<file path="config.mk">
export PLATFORM = sky130hd
export DESIGN_NAME = muxed_bus_slave
export DESIGN_NICKNAME = d
export VERILOG_FILES = /design/src/muxed_bus_slave_pkg.sv /design/src/strobe_sync.sv /design/src/muxed_bus_slave.sv
export VERILOG_INCLUDE_DIRS = /design/src /design/src/src
export SDC_FILE = /design/constraint.sdc
export NUM_CORES = 1
export LEC_CHECK = 0
export BUFFER_PORTS_ARGS = -buffer_cell sky130_fd_sc_hd__buf_2
export CAP_MARGIN = 0
export CORE_MARGIN = 4
export CORE_UTILIZATION = 40
export DETAILED_ROUTE_END_ITERATION = 8
export GPL_TIMING_DRIVEN = 0
export PLACE_DENSITY = 0.63
export SYNTH_ARGS = -nofsm -noshare
export SYNTH_HDL_FRONTEND = slang
export SYNTH_SLANG_ARGS = --single-unit
</file>
<file path="constraint.sdc">
create_clock -name clk -period 2.6 [get_ports clk]
set_input_delay 0.13 -clock clk [delete_from_list [all_inputs] [get_ports clk]]
set_output_delay 0.13 -clock clk [all_outputs]
set_load 0.02 [all_outputs]
</file>
<file path="src/muxed_bus_slave_defines.svh">
// constants for the multiplexed host bus slave
// assumes inclusion by bare name from the design files
// How it works
// - address latch strobe falling edge captures the low address byte from shared port while the program fetch strobe is high
// - only the shared port value captured at the latch strobe fall counts as the address; later values are data
// - no wait states; device answers within the host strobe windows
// - on read strobe the addressed device drives the register onto the port
// - low read strobe marks a read from the device
// - low write strobe marks a write into the device
// - high address byte arrives on its own dedicated input lines
// - active-low interrupt request output driven from application logic
// - active-high reset returns all logic to its initial state
// - one system clock runs the logic, independent of the bus strobes
// - host writes control registers; application posts status for host reads
// - high address byte equal to the base select gives a device match
// - matched with a strobe active: read drives register, write loads register
// - strobe negation enters end state, releases port, idle on latch negation
`ifndef MUXED_BUS_SLAVE_DEFINES_SVH
`define MUXED_BUS_SLAVE_DEFINES_SVH
`define DEVICE_BASE_SELECT 8'h00
`define REG_STATUS_OFS 8'h80
`define REG_CTRL_OFS 8'h82
`define REG_DATAIN_OFS 8'h84
`define REG_DATAOUT_OFS 8'h86
`define REG_COUNT 4
`define CTRL_RESET 8'h00
`define DATAIN_RESET 8'h00
`endif

</file>
<file path="src/muxed_bus_slave_pkg.sv">
// types for the multiplexed host bus slave
// assumes nothing beyond the defines header
package muxed_bus_slave_pkg;
  typedef enum logic [3:0] {
    ST_IDLE = 4'b0001,
    ST_DECODE = 4'b0010,
    ST_XFER = 4'b0100,
    ST_END = 4'b1000
  } bus_state_t;
endpackage

</file>
<file path="src/strobe_sync.sv">
// two-flop synchroniser for a group of host strobes
// assumes inputs asynchronous to clk
`timescale 1ns/100ps
module strobe_sync #(
  parameter int WIDTH = 4,
  parameter logic [WIDTH-1:0] RESET_VAL = '1
) (
  input wire logic clk,
  input wire logic rst,
  input wire logic [WIDTH-1:0] async_in,
  output logic [WIDTH-1:0] sync_out
);
  typedef struct packed {
    logic [WIDTH-1:0] meta;
    logic [WIDTH-1:0] sync;
  } sync_state_t;
  sync_state_t s_q;
  sync_state_t s_d;
  if (WIDTH < 1) begin : g_width_check
    $error("strobe_sync needs at least one strobe");
  end
  always_comb begin
    s_d.meta = async_in;
    s_d.sync = s_q.meta;
  end
  always_ff @(posedge clk or posedge rst) begin
    if (rst) begin
      s_q <= {RESET_VAL, RESET_VAL};
    end else begin
      s_q <= s_d;
    end
  end
  assign sync_out = s_q.sync;
endmodule // strobe_sync

</file>
<file path="src/muxed_bus_slave.sv">
// multiplexed address/data host bus slave with a small register file
// assumes host strobes asynchronous to clk and slow against its period
`include "muxed_bus_slave_defines.svh"
`timescale 1ns/100ps
module muxed_bus_slave #(
  parameter logic [7:0] BASE_SELECT = `DEVICE_BASE_SELECT
) (
  input wire logic clk,
  input wire logic rst,
  input wire logic [7:0] host_high_addr,
  input wire logic [7:0] host_shared_low_port_in,
  output logic [7:0] host_shared_low_port_out,
  output logic host_shared_low_port_oe,
  input wire logic addr_latch_strobe_n,
  input wire logic program_fetch_strobe_n,
  input wire logic read_strobe_n,
  input wire logic write_strobe_n,
  output logic irq_n,
  input wire logic app_irq,
  input wire logic [7:0] app_status,
  input wire logic [7:0] app_data_out,
  output logic [7:0] app_ctrl,
  output logic [7:0] app_data_in,
  output logic app_ctrl_wr,
  output logic app_data_in_wr
);
  // ==========================================================
  // strobe synchronisation
  logic [3:0] strb_s;
  strobe_sync #(
    .WIDTH(4),
    .RESET_VAL(4'hF)
  ) strobe_sync_inst (
    .clk(clk),
    .rst(rst),
    .async_in({addr_latch_strobe_n, program_fetch_strobe_n, read_strobe_n, write_strobe_n}),
    .sync_out(strb_s)
  );
  // all strobes idle high, so reset to ones keeps a false edge away
  // after reset is released
  logic ale_s;
  logic fetch_s;
  logic rd_s;
  logic wr_s;
  assign ale_s = strb_s[3];
  assign fetch_s = strb_s[2];
  assign rd_s = strb_s[1];
  assign wr_s = strb_s[0];

  // ==========================================================
  // state
  typedef struct packed {
    muxed_bus_slave_pkg::bus_state_t st;
    logic ale_prev;
    logic [7:0] low_addr;
    logic [7:0] high_addr;
    logic is_read;
    logic [7:0] ctrl;
    logic [7:0] data_in;
    logic [7:0] dout;
    logic oe;
    logic irq_n;
    logic ctrl_wr;
    logic data_in_wr;
  } slave_state_t;
  slave_state_t s_q;
  slave_state_t s_d;
  logic match;
  logic [7:0] rd_mux;
  logic ale_fall;
  // the port is sampled three clocks after the pin moved; the host holds the
  // address well past the latch edge, so the sampled value is still the address
  assign ale_fall = s_q.ale_prev && !ale_s;
  assign match = (s_q.high_addr == BASE_SELECT);

  always_comb begin
    unique case (s_q.low_addr)
      `REG_STATUS_OFS: rd_mux = app_status;
      `REG_CTRL_OFS: rd_mux = s_q.ctrl;
      `REG_DATAIN_OFS: rd_mux = s_q.data_in;
      `REG_DATAOUT_OFS: rd_mux = app_data_out;
      default: rd_mux = 8'h00;
    endcase
  end

  always_comb begin
    s_d = s_q;
    s_d.ale_prev = ale_s;
    s_d.irq_n = !app_irq;
    s_d.ctrl_wr = 1'b0;
    s_d.data_in_wr = 1'b0;
    unique case (s_q.st)
      muxed_bus_slave_pkg::ST_IDLE: begin
        if (ale_fall && fetch_s) begin
          s_d.low_addr = host_shared_low_port_in;
          s_d.high_addr = host_high_addr;
          s_d.st = muxed_bus_slave_pkg::ST_DECODE;
        end
      end
      muxed_bus_slave_pkg::ST_DECODE: begin
        // latch strobe rising before any strobe ends the cycle unanswered
        if (ale_s || !fetch_s) begin
          s_d.st = muxed_bus_slave_pkg::ST_IDLE;
        end else if (match && !rd_s) begin
          s_d.is_read = 1'b1;
          s_d.dout = rd_mux;
          s_d.oe = 1'b1;
          s_d.st = muxed_bus_slave_pkg::ST_XFER;
        end else if (match && !wr_s) begin
          s_d.is_read = 1'b0;
          s_d.st = muxed_bus_slave_pkg::ST_XFER;
        end
      end
      muxed_bus_slave_pkg::ST_XFER: begin
        if (s_q.is_read) begin
          // no wait states: keep driving fresh data until the host ends
          s_d.dout = rd_mux;
          if (rd_s) begin
            s_d.oe = 1'b0;
            s_d.st = muxed_bus_slave_pkg::ST_END;
          end
        end else if (wr_s) begin
          // data is still held on the port after the write strobe rises
          if (s_q.low_addr == `REG_CTRL_OFS) begin
            s_d.ctrl = host_shared_low_port_in;
            s_d.ctrl_wr = 1'b1;
          end
          if (s_q.low_addr == `REG_DATAIN_OFS) begin
            s_d.data_in = host_shared_low_port_in;
            s_d.data_in_wr = 1'b1;
          end
          s_d.st = muxed_bus_slave_pkg::ST_END;
        end
      end
      muxed_bus_slave_pkg::ST_END: begin
        s_d.oe = 1'b0;
        if (ale_s) begin
          s_d.st = muxed_bus_slave_pkg::ST_IDLE;
        end
      end
      default: begin
        s_d.st = muxed_bus_slave_pkg::ST_IDLE;
        s_d.oe = 1'b0;
      end
    endcase
  end

  always_ff @(posedge clk or posedge rst) begin
    if (rst) begin
      s_q.st <= muxed_bus_slave_pkg::ST_IDLE;
      s_q.ale_prev <= 1'b1;
      s_q.low_addr <= 8'h00;
      s_q.high_addr <= 8'h00;
      s_q.is_read <= 1'b0;
      s_q.ctrl <= `CTRL_RESET;
      s_q.data_in <= `DATAIN_RESET;
      s_q.dout <= 8'h00;
      s_q.oe <= 1'b0;
      s_q.irq_n <= 1'b1;
      s_q.ctrl_wr <= 1'b0;
      s_q.data_in_wr <= 1'b0;
    end else begin
      s_q <= s_d;
    end
  end

  assign host_shared_low_port_out = s_q.dout;
  assign host_shared_low_port_oe = s_q.oe;
  assign irq_n = s_q.irq_n;
  assign app_ctrl = s_q.ctrl;
  assign app_data_in = s_q.data_in;
  assign app_ctrl_wr = s_q.ctrl_wr;
  assign app_data_in_wr = s_q.data_in_wr;

  // ==========================================================
  // checks
  // every check is clocked by clk and silenced while rst is high

  // ==========================================================
  // state encoding checks

  state_onehot_a: assert property (@(posedge clk) disable iff (rst)
    $onehot(s_q.st))
    else $error("bus state not one-hot");

  // ==========================================================
  // address capture checks

  latch_addr_a: assert property (@(posedge clk) disable iff (rst)
    (s_q.st == muxed_bus_slave_pkg::ST_IDLE && ale_fall && fetch_s)
    |=> (s_q.low_addr == $past(host_shared_low_port_in)))
    else $error("low address not latched on latch strobe fall");

  high_latch_a: assert property (@(posedge clk) disable iff (rst)
    (s_q.st == muxed_bus_slave_pkg::ST_IDLE && ale_fall && fetch_s)
    |=> (s_q.high_addr == $past(host_high_addr)))
    else $error("high address not latched on latch strobe fall");

  decode_entry_a: assert property (@(posedge clk) disable iff (rst)
    (s_q.st == muxed_bus_slave_pkg::ST_IDLE && ale_fall && fetch_s)
    |=> s_q.st == muxed_bus_slave_pkg::ST_DECODE)
    else $error("no decode after latch strobe fall");

  fetch_ignored_a: assert property (@(posedge clk) disable iff (rst)
    (s_q.st == muxed_bus_slave_pkg::ST_IDLE && !fetch_s)
    |=> s_q.st == muxed_bus_slave_pkg::ST_IDLE)
    else $error("program fetch cycle answered");

  fetch_abort_a: assert property (@(posedge clk) disable iff (rst)
    (s_q.st == muxed_bus_slave_pkg::ST_DECODE && !fetch_s)
    |=> s_q.st == muxed_bus_slave_pkg::ST_IDLE)
    else $error("fetch strobe did not abort decode");

  decode_abort_a: assert property (@(posedge clk) disable iff (rst)
    (s_q.st == muxed_bus_slave_pkg::ST_DECODE && ale_s)
    |=> s_q.st == muxed_bus_slave_pkg::ST_IDLE)
    else $error("latch strobe rise did not abort decode");

  nomatch_quiet_a: assert property (@(posedge clk) disable iff (rst)
    (s_q.st == muxed_bus_slave_pkg::ST_DECODE && !match) |=> !s_q.oe)
    else $error("unmatched cycle answered");

  write_nomatch_a: assert property (@(posedge clk) disable iff (rst)
    (s_q.st == muxed_bus_slave_pkg::ST_DECODE && !match)
    |=> s_q.st != muxed_bus_slave_pkg::ST_XFER)
    else $error("unmatched cycle entered a transfer");

  // ==========================================================
  // read path checks

  oe_only_read_a: assert property (@(posedge clk) disable iff (rst)
    s_q.oe |-> (s_q.is_read && s_q.st == muxed_bus_slave_pkg::ST_XFER))
    else $error("port driven outside a read transfer");

  read_drive_a: assert property (@(posedge clk) disable iff (rst)
    (s_q.st == muxed_bus_slave_pkg::ST_DECODE && ale_s == 1'b0 && fetch_s && match && !rd_s)
    |=> s_q.oe ##0 s_q.dout == $past(rd_mux))
    else $error("read data not driven");

  read_hold_a: assert property (@(posedge clk) disable iff (rst)
    (s_q.st == muxed_bus_slave_pkg::ST_XFER && s_q.is_read && !rd_s)
    |=> s_q.oe)
    else $error("port dropped while read strobe low");

  dout_refresh_a: assert property (@(posedge clk) disable iff (rst)
    (s_q.st == muxed_bus_slave_pkg::ST_XFER && s_q.is_read && !rd_s)
    |=> s_q.dout == $past(rd_mux))
    else $error("read data not refreshed");

  end_release_a: assert property (@(posedge clk) disable iff (rst)
    (s_q.st == muxed_bus_slave_pkg::ST_XFER && s_q.is_read && rd_s)
    |=> !s_q.oe && s_q.st == muxed_bus_slave_pkg::ST_END)
    else $error("port not released at read end");

  end_quiet_a: assert property (@(posedge clk) disable iff (rst)
    (s_q.st == muxed_bus_slave_pkg::ST_END) |=> !s_q.oe)
    else $error("port driven in end state");

  idle_return_a: assert property (@(posedge clk) disable iff (rst)
    (s_q.st == muxed_bus_slave_pkg::ST_END && ale_s)
    |=> s_q.st == muxed_bus_slave_pkg::ST_IDLE)
    else $error("no return to idle");

  // ==========================================================
  // write path checks

  write_enter_a: assert property (@(posedge clk) disable iff (rst)
    (s_q.st == muxed_bus_slave_pkg::ST_DECODE && !ale_s && fetch_s && match && rd_s && !wr_s)
    |=> s_q.st == muxed_bus_slave_pkg::ST_XFER && !s_q.is_read)
    else $error("write strobe not taken");

  write_load_a: assert property (@(posedge clk) disable iff (rst)
    (s_q.st == muxed_bus_slave_pkg::ST_XFER && !s_q.is_read && wr_s
     && s_q.low_addr == `REG_CTRL_OFS)
    |=> app_ctrl == $past(host_shared_low_port_in) && app_ctrl_wr)
    else $error("control write lost");

  data_in_load_a: assert property (@(posedge clk) disable iff (rst)
    (s_q.st == muxed_bus_slave_pkg::ST_XFER && !s_q.is_read && wr_s
     && s_q.low_addr == `REG_DATAIN_OFS)
    |=> app_data_in == $past(host_shared_low_port_in) && app_data_in_wr)
    else $error("data input write lost");

  // the control register may only move on a completed host write
  ctrl_hold_a: assert property (@(posedge clk) disable iff (rst)
    !(s_q.st == muxed_bus_slave_pkg::ST_XFER && !s_q.is_read && wr_s
      && s_q.low_addr == `REG_CTRL_OFS)
    |=> $stable(s_q.ctrl))
    else $error("control register changed without a write");

  ctrl_pulse_once_a: assert property (@(posedge clk) disable iff (rst)
    app_ctrl_wr |=> !app_ctrl_wr)
    else $error("control write pulse too long");

  din_pulse_once_a: assert property (@(posedge clk) disable iff (rst)
    app_data_in_wr |=> !app_data_in_wr)
    else $error("data input write pulse too long");

  // ==========================================================
  // interrupt checks

  irq_follow_a: assert property (@(posedge clk) disable iff (rst)
    app_irq |=> !irq_n)
    else $error("interrupt request not raised");

  irq_clear_a: assert property (@(posedge clk) disable iff (rst)
    !app_irq |=> irq_n)
    else $error("interrupt request not cleared");

endmodule // muxed_bus_slave

</file>
Yosys cells after proc, flatten, opt, wreduce, memory -nomap -nowiden
Cells that the tools add are included.
Widths: inputs -> output; s select.

operators by class
  reductions and logical operators = 20
  equal/unequal tests = 17
  muxes and demuxes = 23
  bitwise logic cells = 3

operators by type and width
  cell                number
  $eq 8x8->1 const B  4
  $mux 4              8
  $pmux 8 s4          1
  $mux 9              3
  $pmux 4 s4          1
  $pmux 8 s2          1
  $reduce_and 4->1    3
  $reduce_and 5->1    2
  $logic_not 8->1     1
  $ne 2x2->1 const B  4
  $mux 2              3
  $ne 3x2->1 const B  2
  $logic_not 1->1     5
  $mux 1              5
  $eq 4x1->1 const B  1
  $eq 4x2->1 const B  1
  $eq 4x3->1 const B  1
  $eq 4x4->1 const B  1
  $logic_and 1x1->1   4
  $ne 2x1->1 const B  2
  $ne 4x4->1 const B  1
  $reduce_bool 2->1   2
  $not 1->1           3
  $pmux 1 s3          1
  3 further kinds     3

storage, ports and cells
  register bits after elaboration = 58
  word-level logic and storage cells = 77
  output and inout bits = 28

Logic depth before layout (Yosys ltp)
Gate-level depths: netlist of the first run.

  depth after elaboration = 6
  depth in mapped cells = 5

Modules after synthesis
From an unflattened synthesis of the first run, not the netlist that was laid out.

second synthesis, totals
  cells, all modules = 189
  area, all modules = 2743.9 µm²

modules (own cells, without submodules)
  module           area each (µm²)  cells each  sequential area each (µm²)  times used
  muxed_bus_slave  2529.9           180         1255.0                      1
  strobe_sync      214.0            9           210.2                       1

Worst setup path after synthesis of the first run
OpenSTA, ideal clock, no wires.

  path kind = flip-flop to flip-flop
  start point = register s_q[43] (netlist name)
  end point = register s_q, in the netlist app_data_in[1]
  cell stages (with the launch flop) = 5
  data required time = 2.475 ns
  library setup time = 0.125 ns
  period minus slack after synthesis = 1.927 ns
  data arrival time = 1.802 ns
  path buffers = 0
  setup slack = 0.673 ns
  cells stage by stage = dfrtp_1 -> nor4b_4 -> nand2_2 -> nor4_4 -> mux2_2

on the way
  cells in the longest elaborated chain, start to end = 2

RTL lines
  what                               line                   RTL
  start, declared                    muxed_bus_slave.sv:66  slave_state_t s_q;
  $eq 8x8->1                         -
  $reduce_and 4->1 (no source line)  -

Every way passes these cells.
A chain may end at the register's enable or synchronous reset.

Worst setup path after layout of the first run
  start point = register s_q[43] (netlist name)
  end point = register s_q, in the netlist app_data_in[4]

Same word-level chain as after synthesis.

==> results of run 1 <==
## flip-flops by register name, summed over array words and instances (netlist names)
signal	cells
strobe_sync_inst.s_d	4
s_q	22
app_ctrl_wr	1
app_data_in_wr	1
irq_n	1
host_shared_low_port_out	8
app_ctrl	8
app_data_in	8
host_shared_low_port_oe	1
strobe_sync_inst.sync_out	4
## per-stage QoR
| stage | utilization [%] | cell area (sq um) |
|---|---|---|
| floorplan | - | 2710 |
| global placement | 48.6 | 3140 |
| detailed placement | 48.9 | 3160 |
| CTS | 53.7 | 3470 |
| global route | 53.7 | 3470 |
| finish | 53.7 | 3470 |
## cells in the mapped netlist, types with 2 or more instances
cell type	number	area [sq um]
inv_1	3	11.3
buf_4	24	180
nor2b_1	3	18.8
mux2_2	39	439
nand2b_1	4	25.0
nor4_1	4	25.0
buf_2	3	15.0
nand2_2	2	12.5
dfrtp_1	47	1180
nand2_1	4	15.0
nor3_1	3	15.0
a31oi_1	2	12.5
nand3b_1	3	22.5
nor4_4	2	42.5
mux4_2	8	180
nor2_1	6	22.5
and3_1	9	56.3
dfstp_2	11	289
## repair_timing
item	4_1_cts	5_1_grt
resized for setup	0	0
hold buffers	6	0
endpoints found under the hold margin	13	0
## power groups by stage
| stage | clock network, mW | logic [mW] | registers [mW] |
|---|---|---|---|
| global placement | 0 | 0.265 | 1.03 |
| floorplan | 0 | 0.193 | 1.02 |
| finish | 1.04 | 0.276 | 1.02 |
| global route | 1.10 | 0.306 | 1.03 |
| detailed placement | 0 | 0.273 | 1.03 |
| CTS | 1.05 | 0.281 | 1.02 |
## per-layer routing
layer  track usage, %  up-vias
met5                0        -
met1             19.9      871
met2             21.0       40
met3             3.67       10
met4             7.78        0
li1                 -      845
## layout by cell type, fill, tap and decap left out, drive strengths merged, types with 2 or more instances in the layout
cell         Yosys  routed
dfrtp           47      47
nor4             6       6
buf             27      94
bufinv           0       3
nor3             3       3
nor4b            2       2
nand3b           3       3
clkinv           0       2
mux4             8       8
o32ai            2       2
inv              3       3
nor2             6       6
dfstp           11      11
nor2b            3       3
and3             9       9
nand2            6       6
nand2b           4       4
a31oi            2       2
mux2            40      40
dlygate4sd3      0       6
clkbuf           1      12
## worst max path at each step
stage,slack (ns),from,cells after the start,to
final,0.28,s_q[43],4,app_data_in[4]
after global routing,0.09,s_q[37],4,app_ctrl[5]
after CTS,0.24,s_q[37],4,app_ctrl[2]
after detailed placement,0.26,s_q[37],4,app_ctrl[2]
after global placement,0.29,s_q[43],4,app_data_in[4]
after floorplan,0.67,s_q[43],4,app_data_in[1]
## final cells by class
class | count | area [sq um] | share of cell area, %
Buffer | 28 | 199 | 5.73
Clock buffer | 11 | 151 | 4.36
Clock inverter | 5 | 100 | 2.88
Inverter | 3 | 11.3 | 0.325
Multi-Input combinational cell | 103 | 1040 | 29.9
Sequential cell | 58 | 1470 | 42.2
Tap cell | 77 | 96.3 | 2.78
Timing Repair Buffer | 73 | 410 | 11.8
## kinds of logic (layout without fill, tap and decap cells)
| kind of cell | Yosys count | after routing | share of synthesized area [%] |
|---|---|---|---|
| simple gates | 46 | 46 | 11.9 |
| flops | 58 | 58 | 54.0 |
| mux | 48 | 48 | 23.3 |
| buf+inv | 31 | 120 | 7.75 |
| compound gates | 9 | 9 | 3.05 |
==> flow_metrics.py, run 1 <==
metrics = {
    "timing": {
        "timing.final.ws_setup_ns": 0.283,
        "final.period_utilization_pct": 89.1,
        "slew_headroom_pct": 55.1,
        "fmax_mhz": 432,
        "timing.setup.tns_ns": 0,
        "worst_pin_slew_ns": 0.669,
        "fin_skew_ns": 0.00750,
        "rsz0062_at_grt": "false",
        "hold_viol": 0,
        "setup-violations-final": 0,
        "whs_ns": 0.0248,
        "min_period_ns": 2.32,
        "drv_slew": 0,
    },
    "routing": {
        "drtPass1Iterations": 4,
        "topRoutingLayerUsed": "met4",
        "vias": 1766,
        "dr_wl_met2_microns": 2470,
        "drt-initial-drc-count": 57,
        "routed_wl_microns": 5400,
        "met3_length_microns": 204,
        "antenna_left": 0,
        "met1_length_microns": 2630,
        "wire_per_inst_microns": 15.1,
        "drcViolationCount": 0,
        "drt-vias-per-instance": 4.93,
    },
    "synthesis": {
        "synth_cells": 192,
        "synthArstFlopShare_pct": 100,
        "ys_seq_elements": 58,
        "ys.warnings.count": 0,
        "ys_seq_area_share_pct": 54.0,
        "syn_area_per_cell_sq_um": 14.1,
        "ys.flop_type": "dfrtp_1",
        "synth_fp_nets": 231,
        "syn_area_sq_um": 2710,
        "synth.distinct_cells": 33,
        "synth_edf_count": 0,
    },
    "global_route": {
        "grt_pass1_wl_microns": 9180,
        "antenna_found_initial": 0,
        "globalRouteOverflowTotal": 0,
        "grt_usage_pct": 14.5,
        "grt_max_degree": 42,
        "grt_pass1_vias": 1843,
    },
    "layout": {
        "fillCellCount": 581,
        "final_nets": 315,
        "diodes": 0,
        "fin_cells": 358,
        "areaGrowthSynthToFinish_pct": 28.0,
        "drive_gt1_share_pct": 63.0,
    },
    "power": {
        "swShare_pct": 22.3,
        "p_per_area_nw_per_um2": 672,
        "p_leak_nw": 1.75,
        "p_sw_mw": 0.519,
        "clockPowerShare_pct": 44.5,
        "peakVddDrop_mv": 0.427,
        "combPwrFrac_pct": 11.8,
        "pwr-share-seq_pct": 43.7,
        "total_power_mw": 2.33,
        "p_int_mw": 1.81,
    },
    "clock_network": {
        "cts_buffers": 9,
        "worstSkewPairLatency_ns": 0.33,
        "root_buffer": "clkbuf_8",
        "clk_path_buf_depth": 2,
        "cts_tree": "yes",
        "htreeDepth": 3,
        "path_clk_slew_ns": 0.07,
        "clock_sinks": 58,
        "cts_setup_buffers": 0,
    },
    "floorplanning": {
        "die_h_microns": 90.3,
        "die_w_microns": 90.3,
        "die_area_sq_um": 8160,
        "initial_core_util_pct": 42.0,
        "coreArea_sq_um": 6460,
        "ios": 67,
        "fp-row-count": 29,
    },
    "setup_path": {
        "cp_data_arrival_time_ns": 2.53,
        "critPathMaxStageDelay_ns": 0.68,
        "start_kind": "flop",
        "reg2reg_depth": 4,
        "rr_startpoint": "s_q[43]",
        "worstPathCellList": "nor4b_4, nand2_2, nor4_4, mux2_2",
        "cp_top_family": "simple AND/OR/NAND/NOR gates",
        "critPathRequiredTime_ns": 2.82,
        "rrSetupSlack_ns": 0.28,
        "critPathCaptureType": "flop",
        "worstSetupPathType": "reg2reg",
        "crit_buf_inv": 0,
        "worstPathMaxFanout": 9,
        "r2r-end": "app_data_in[4]",
        "worst_path_max_delay_cell": "nor4_4",
    },
    "hold_path": {
        "hold_start": "host_high_addr[5]",
        "hold_depth": 2,
        "hold_class": "in2reg",
        "min_to": "s_q[34]",
    },
    "status": {
        "status": "complete, no violations",
    },
    "placement": {
        "gp_congestion": 0.767,
        "io_buffers": 66,
        "pre_cts_ws_ns": 0.257,
        "placed_cells": 336,
        "hpwl_microns": 3910,
    },
    "flow_run": {
        "max_cap_viol_count": 0,
    },
}
Note: power is estimated with default switching activity, not from simulation.
==> inputs of run 2 (changes only) <==
--- a/config.mk
+++ b/config.mk
@@ -6,13 +6,14 @@
 export SDC_FILE = /design/constraint.sdc
 export NUM_CORES = 1
 export LEC_CHECK = 0
+export ABC_AREA = 1
 export BUFFER_PORTS_ARGS = -buffer_cell sky130_fd_sc_hd__buf_2
 export CAP_MARGIN = 0
 export CORE_MARGIN = 4
 export CORE_UTILIZATION = 40
 export DETAILED_ROUTE_END_ITERATION = 8
-export GPL_TIMING_DRIVEN = 0
-export PLACE_DENSITY = 0.63
+export PLACE_DENSITY = 0.62
+export SETUP_SLACK_MARGIN = 0.3
 export SYNTH_ARGS = -nofsm -noshare
 export SYNTH_HDL_FRONTEND = slang
 export SYNTH_SLANG_ARGS = --single-unit
==> run 2 against run 1 <==
  * Utilization down 5.3 points
  * Via count up 29%
  * Clock-buffer cell count up 1
  * Fmax up 34%
  * Sequential cell count unchanged
  * Cell area up 1.1%
==> flow_metrics.py, run 2 <==
metrics = {
    "status": {
        "status": "complete, no violations",
    },
    "global_route": {
        "grt_usage_pct": 14.7,
        "grt_pass1_vias": 2154,
        "grt_max_degree": 34,
        "grt_pass1_wl_microns": 10200,
        "antenna_found_initial": 0,
        "globalRouteOverflowTotal": 0,
    },
    "setup_path": {
        "critical_path_depth": 8,
        "worstSetupPathType": "reg2reg",
        "critPathCapture": "app_ctrl[2]",
        "rr_startpoint": "s_q[43]",
        "critPathMaxStageDelay_ns": 0.38,
        "start_kind": "flop",
        "rrSetupSlack_ns": 0.87,
        "critPathLaunch": "s_q[43]",
        "critPathRequiredTime_ns": 2.81,
        "cp_data_arrival_time_ns": 1.94,
        "worst_path_max_delay_cell": "dfrtp_1",
        "cp_top_family": "simple AND/OR/NAND/NOR gates",
        "critPathCaptureType": "flop",
        "worstPathCellList": "inv_1, nand2_1, nor2_4, buf_4, and2_1, nand2_2, nand2_1, o21ai_2",
        "worstPathMaxFanout": 33,
        "r2r-end": "app_ctrl[2]",
        "reg2reg_depth": 8,
        "path_common_cell": "nand2_1",
        "crit_buf_inv": 2,
    },
    "flow_run": {
        "max_cap_viol_count": 0,
    },
    "layout": {
        "regArea_sq_um": 1470,
        "largest_register_ffs": 22,
        "largest_register": "s_q",
        "areaGrowthSynthToFinish_pct": 17.4,
        "drive_gt1_share_pct": 32.7,
        "diodes": 0,
        "multi_input_area_sq_um": 1070,
        "final_common_cell": "nand2_1",
        "fillCellCount": 746,
        "layout_common_cells": "nand2_1, buf_2, inv_1, dfrtp_1, nand3_1",
        "final_nets": 450,
    },
    "synthesis": {
        "synth_edf_count": 0,
        "synth_common_cells": "nand2_1, inv_1, dfrtp_1",
        "ys.flop_type": "dfrtp_1",
        "synth.distinct_cells": 22,
        "ys_seq_elements": 58,
        "synth_top_area_share_pct": 39.3,
        "synth_cells": 357,
        "syn_area_sq_um": 2990,
        "syn_area_per_cell_sq_um": 8.37,
        "yosysTopAreaCell": "dfrtp_1",
        "ys_seq_area_share_pct": 49.0,
        "yosysMostFrequentCell": "nand2_1",
        "synthArstFlopShare_pct": 100,
        "synth_fp_nets": 396,
        "synthTopCellsByArea": "dfrtp_1, nand2_1, dfstp_2",
        "ys.warnings.count": 0,
    },
    "clock_network": {
        "clk_path_buf_depth": 2,
        "cts_setup_buffers": 0,
        "root_buffer": "clkbuf_8",
        "worstSkewPairLatency_ns": 0.33,
        "path_clk_slew_ns": 0.07,
        "ctsHoldBuffers": 6,
        "cts_resized": 0,
        "cts_buffers": 9,
        "cts_tree": "yes",
        "htreeDepth": 3,
        "clock_sinks": 58,
    },
    "placement": {
        "gp_congestion": 0.822,
        "hpwl_microns": 4660,
        "io_buffers": 66,
    },
    "floorplanning": {
        "die_h_microns": 94.4,
        "initial_core_util_pct": 41.2,
        "ios": 67,
        "coreArea_sq_um": 7250,
        "fp-row-count": 31,
        "die_area_sq_um": 8920,
        "die_w_microns": 94.4,
    },
    "hold_path": {
        "hold_depth": 3,
        "hold_class": "in2reg",
    },
    "timing": {
        "worst_pin_slew_ns": 0.569,
        "min_period_ns": 1.73,
        "timing.setup.tns_ns": 0,
        "drv_slew": 0,
        "final.period_utilization_pct": 66.4,
        "rsz0062_at_grt": "false",
        "fin_skew_ns": 0.00499,
        "fmax_mhz": 580,
        "slew_headroom_pct": 62.0,
        "hold_viol": 0,
        "whs_ns": 0.0420,
        "setup-violations-final": 0,
    },
    "routing": {
        "antenna_left": 0,
        "vias": 2281,
        "drt-initial-drc-count": 87,
        "drcViolationCount": 0,
        "drt-vias-per-instance": 4.43,
        "wire_per_inst_microns": 12.0,
        "drtPass1Iterations": 4,
        "routed_wl_microns": 6180,
    },
    "power": {
        "p_per_area_nw_per_um2": 844,
        "p_leak_nw": 1.88,
        "peakVddDrop_mv": 0.314,
    },
}
[run 2: worst min-delay path: stages]
cell and delay [ns]:
buf_2 0.09, inv_1 0.06, o21ai_2 0.05
[run 2: worst min-delay path by stage]
stage / slack, ns / to / from
6_report: 0.04 / s_q[32] / host_high_addr[3]
5_1_grt: 0.03 / s_q[35] / host_high_addr[6]
4_1_cts: 0.03 / s_q[32] / host_high_addr[3]
3_5_place_dp: 0.22 / s_q[48] / rst
3_3_place_gp: 0.21 / s_q[49] / rst
2_1_floorplan: 0.13 / strobe_sync_inst.s_d[0] / write_strobe_n
[run 2: kinds of logic (layout without fill, tap and decap cells)]
| logic type | count (synthesis) | after routing | share of synthesized area [%] |
|---|---|---|---|
| AO/OA/AOI/OAI | 34 | 34 | 9.08 |
| flip-flops | 58 | 58 | 49.0 |
| AND/OR/NAND/NOR | 180 | 180 | 26.6 |
| buffers and inverters | 85 | 144 | 15.3 |
[run 2: final cells by class]
type / instances / share of cell area, %
Clock buffer: 12 / 4.71
Clock inverter: 4 / 2.07
Inverter: 52 / 5.56
Multi-Input combinational cell: 214 / 30.4
Sequential cell: 58 / 41.8
Tap cell: 99 / 3.53
Timing Repair Buffer: 76 / 12.0
[run 2: stage by stage]
stage          setup slack [ns]  std cells  utilization, %  cell area [sq um]  total power [mW]
2_1_floorplan              1.06        357               -               2990              1.89
3_5_place_dp              0.866        493            44.3               3210              2.01
4_1_cts                   0.853        515            48.4               3510              3.00
5_1_grt                   0.726        515            48.4               3510              3.16
3_3_place_gp              0.959        493            44.3               3210              1.98
6_report                  0.875        515            48.4               3510              2.96
[run 2: report_power, final]
part,switching (mW),internal (mW),total [mW]
clock network,0.352,0.616,0.969
logic,0.502,0.276,0.778
registers,0.107,1.11,1.21
total,0.961,2.00,2.96
[run 2: routing by layer]
layer	up-vias	wire length, microns	GRT usage, %
li1	1197	-	-
met2	55	2830	22.2
met1	1022	2980	20.5
met4	0	86	6.14
met5	-	0	0
met3	7	283	3.35
==> inputs of run 3 (changes only) <==
--- a/config.mk
+++ b/config.mk
@@ -12,7 +12,7 @@
 export CORE_MARGIN = 4
 export CORE_UTILIZATION = 40
 export DETAILED_ROUTE_END_ITERATION = 8
-export PLACE_DENSITY = 0.62
+export PLACE_DENSITY = 0.64
 export SETUP_SLACK_MARGIN = 0.3
 export SYNTH_ARGS = -nofsm -noshare
 export SYNTH_HDL_FRONTEND = slang
==> constraint.sdc (replaced) <==
create_clock -name clk -period 1.45 [get_ports clk]
set_input_delay 0.0725 -clock clk [delete_from_list [all_inputs] [get_ports clk]]
set_output_delay 0.0725 -clock clk [all_outputs]
set_load 0.02 [all_outputs]
==> run 3 against run 2 <==
  * The run now ends with setup timing left
  * Final cell count is 7.6% higher
  * Sequential cell count did not move
  * Total power rose by 97%
  * Global-route usage is 2.7 points higher
  * First-iteration DRC count up 100%
  * Wire length is 22% higher
  * Clock skew is 0.0021 ns higher
  * Clock-buffer cell count is 2 lower
  * Setup slack got worse by 0.89 ns
  * Critical endpoint is now s_q[39]
  * Largest cell class unchanged
  * Highest routed layer unchanged
==> flow_metrics.py, run 3 (same netlist as run 2, synthesis figures left out) <==
metrics = {
    "status": {
        "status": "complete, but fails checks",
        "violations": "setup timing",
    },
    "global_route": {
        "grt_usage_pct": 17.4,
        "grt_max_degree": 39,
        "grt_pass1_wl_microns": 11900,
        "antenna_found_initial": 0,
        "grt_pass1_vias": 2469,
        "globalRouteOverflowTotal": 0,
    },
    "timing": {
        "worst_pin_slew_ns": 0.466,
        "setup-violations-final": 7,
        "final.period_utilization_pct": 101,
        "drv_slew": 0,
        "min_period_ns": 1.47,
        "whs_ns": 0.00852,
        "timing.setup.tns_ns": -0.0661,
        "slew_headroom_pct": 68.9,
        "hold_viol": 0,
        "rsz0062_at_grt": "true",
        "timing.final.ws_setup_ns": -0.0175,
        "fmax_mhz": 681,
        "fin_skew_ns": 0.00712,
    },
    "routing": {
        "met1_length_microns": 3280,
        "drt-vias-per-instance": 4.62,
        "drcViolationCount": 0,
        "vias": 2557,
        "drtPass1Iterations": 5,
        "wire_per_inst_microns": 13.6,
        "routed_wl_microns": 7520,
        "met3_length_microns": 473,
        "topRoutingLayerUsed": "met4",
        "antenna_left": 0,
        "drt-initial-drc-count": 175,
        "dr_wl_met2_microns": 3660,
    },
    "clock_network": {
        "clock_sinks": 58,
        "htreeDepth": 3,
        "root_buffer": "clkbuf_8",
        "worstSkewPairLatency_ns": 0.34,
        "cts_buffers": 9,
        "clk_path_buf_depth": 2,
        "cts_tree": "yes",
        "path_clk_slew_ns": 0.07,
    },
    "placement": {
        "io_buffers": 66,
        "pre_cts_ws_ns": 0.0222,
        "hpwl_microns": 4630,
        "gp_congestion": 0.836,
    },
    "setup_path": {
        "cp_data_arrival_time_ns": 1.69,
        "worst_path_max_delay_cell": "dfstp_2",
        "critPathCaptureType": "flop",
        "worstPathMaxFanout": 5,
        "start_kind": "flop",
        "worstPathCellList": "inv_2, nor2_2, nand2_1, or2_4, buf_12, nand2_1, o21ai_1",
        "path_common_cell": "nand2_1",
        "worstSetupPathType": "reg2reg",
        "critPathMaxStageDelay_ns": 0.55,
        "critPathRequiredTime_ns": 1.67,
    },
    "floorplanning": {
        "die_w_microns": 94.4,
        "initial_core_util_pct": 41.2,
        "coreArea_sq_um": 7250,
        "die_h_microns": 94.4,
        "die_area_sq_um": 8920,
        "fp-row-count": 31,
        "ios": 67,
    },
    "layout": {
        "diodes": 0,
        "areaGrowthSynthToFinish_pct": 39.6,
        "drive_gt1_share_pct": 47.0,
        "largest_register": "s_q",
        "final_common_cell": "nand2_1",
        "largest_register_ffs": 22,
        "layout_common_cells": "nand2_1, buf_2, dfrtp_1, inv_1, nand3_1",
        "final_nets": 489,
    },
    "hold_path": {
        "hold_class": "in2reg",
    },
    "power": {
        "p_leak_nw": 2.10,
        "p_per_area_nw_per_um2": 1400,
        "peakVddDrop_mv": 0.576,
    },
    "flow_run": {
        "max_cap_viol_count": 0,
    },
}
## run 3: path summary, 6_finish.rpt
check	from	depth (start not counted)	to	slack, ns
worst max-delay path	s_q[46]	7	s_q[39]	-0.02
worst min-delay path	host_shared_low_port_in[2]	3	app_data_in[2]	0.009
worst max register to register	s_q[46]	7	s_q[39]	-0.02
worst min register to register	strobe_sync_inst.s_d[1]	0	strobe_sync_inst.sync_out[1]	0.36
max in group asynchronous	rst	4	s_q[46]	0.55
min in group asynchronous	rst	3	host_shared_low_port_out[1]	0.30
## run 3: repair_timing
| item | CTS | global route |
|---|---|---|
| endpoints found under the setup margin | 48 | 48 |
| pin swaps | 17 | 17 |
| gates resized for setup | 29 | 24 |
| cloned | 8 | 2 |
| hold endpoints to repair | 25 | 0 |
| setup buffers | 12 | 5 |
| hold buffers | 14 | 0 |
## run 3: per-layer routing
metal,vias up,track usage [%]
li1,1281,-
met1,1184,23.2
met2,81,27.4
met3,11,4.14
met4,0,6.98
met5,-,0
## run 3: layout make-up
cell class / count / area, sq um
multi-input combinational: 218 / 1320
fill: 657 / 3080
timing repair buffer: 111 / 892
inverter: 52 / 199
sequential: 58 / 1470
tap: 99 / 124
clock inverter: 6 / 32.5
clock buffer: 10 / 138
## run 3: worst max-delay path: cells and delay by family, from the launching register on
kind                   cells  cell delay [ns]
DFF                        1             0.55
AOI/OAI and AO/OA          1             0.07
and+or+nand+nor            4             0.52
buffers and inverters      2             0.20
## run 3: report_power, final
part / leakage [nW] / switching, mW / total (mW) / internal (mW)
Sequential: 0.655 / 0.245 / 2.23 / 1.98
Combinational: 1.36 / 1.21 / 2.29 / 1.07
Clock: 0.0916 / 0.662 / 1.31 / 0.649
## run 3: stage by stage
stage / total power, mW / utilization [%] / cell area [sq um] / std cells
floorplan: 3.46 / - / 3050 / 357
global placement: 3.73 / 45.8 / 3320 / 497
detailed placement: 3.76 / 45.8 / 3320 / 497
CTS: 5.61 / 55.3 / 4010 / 547
global route: 6.19 / 57.5 / 4170 / 554
finish: 5.83 / 57.5 / 4170 / 554
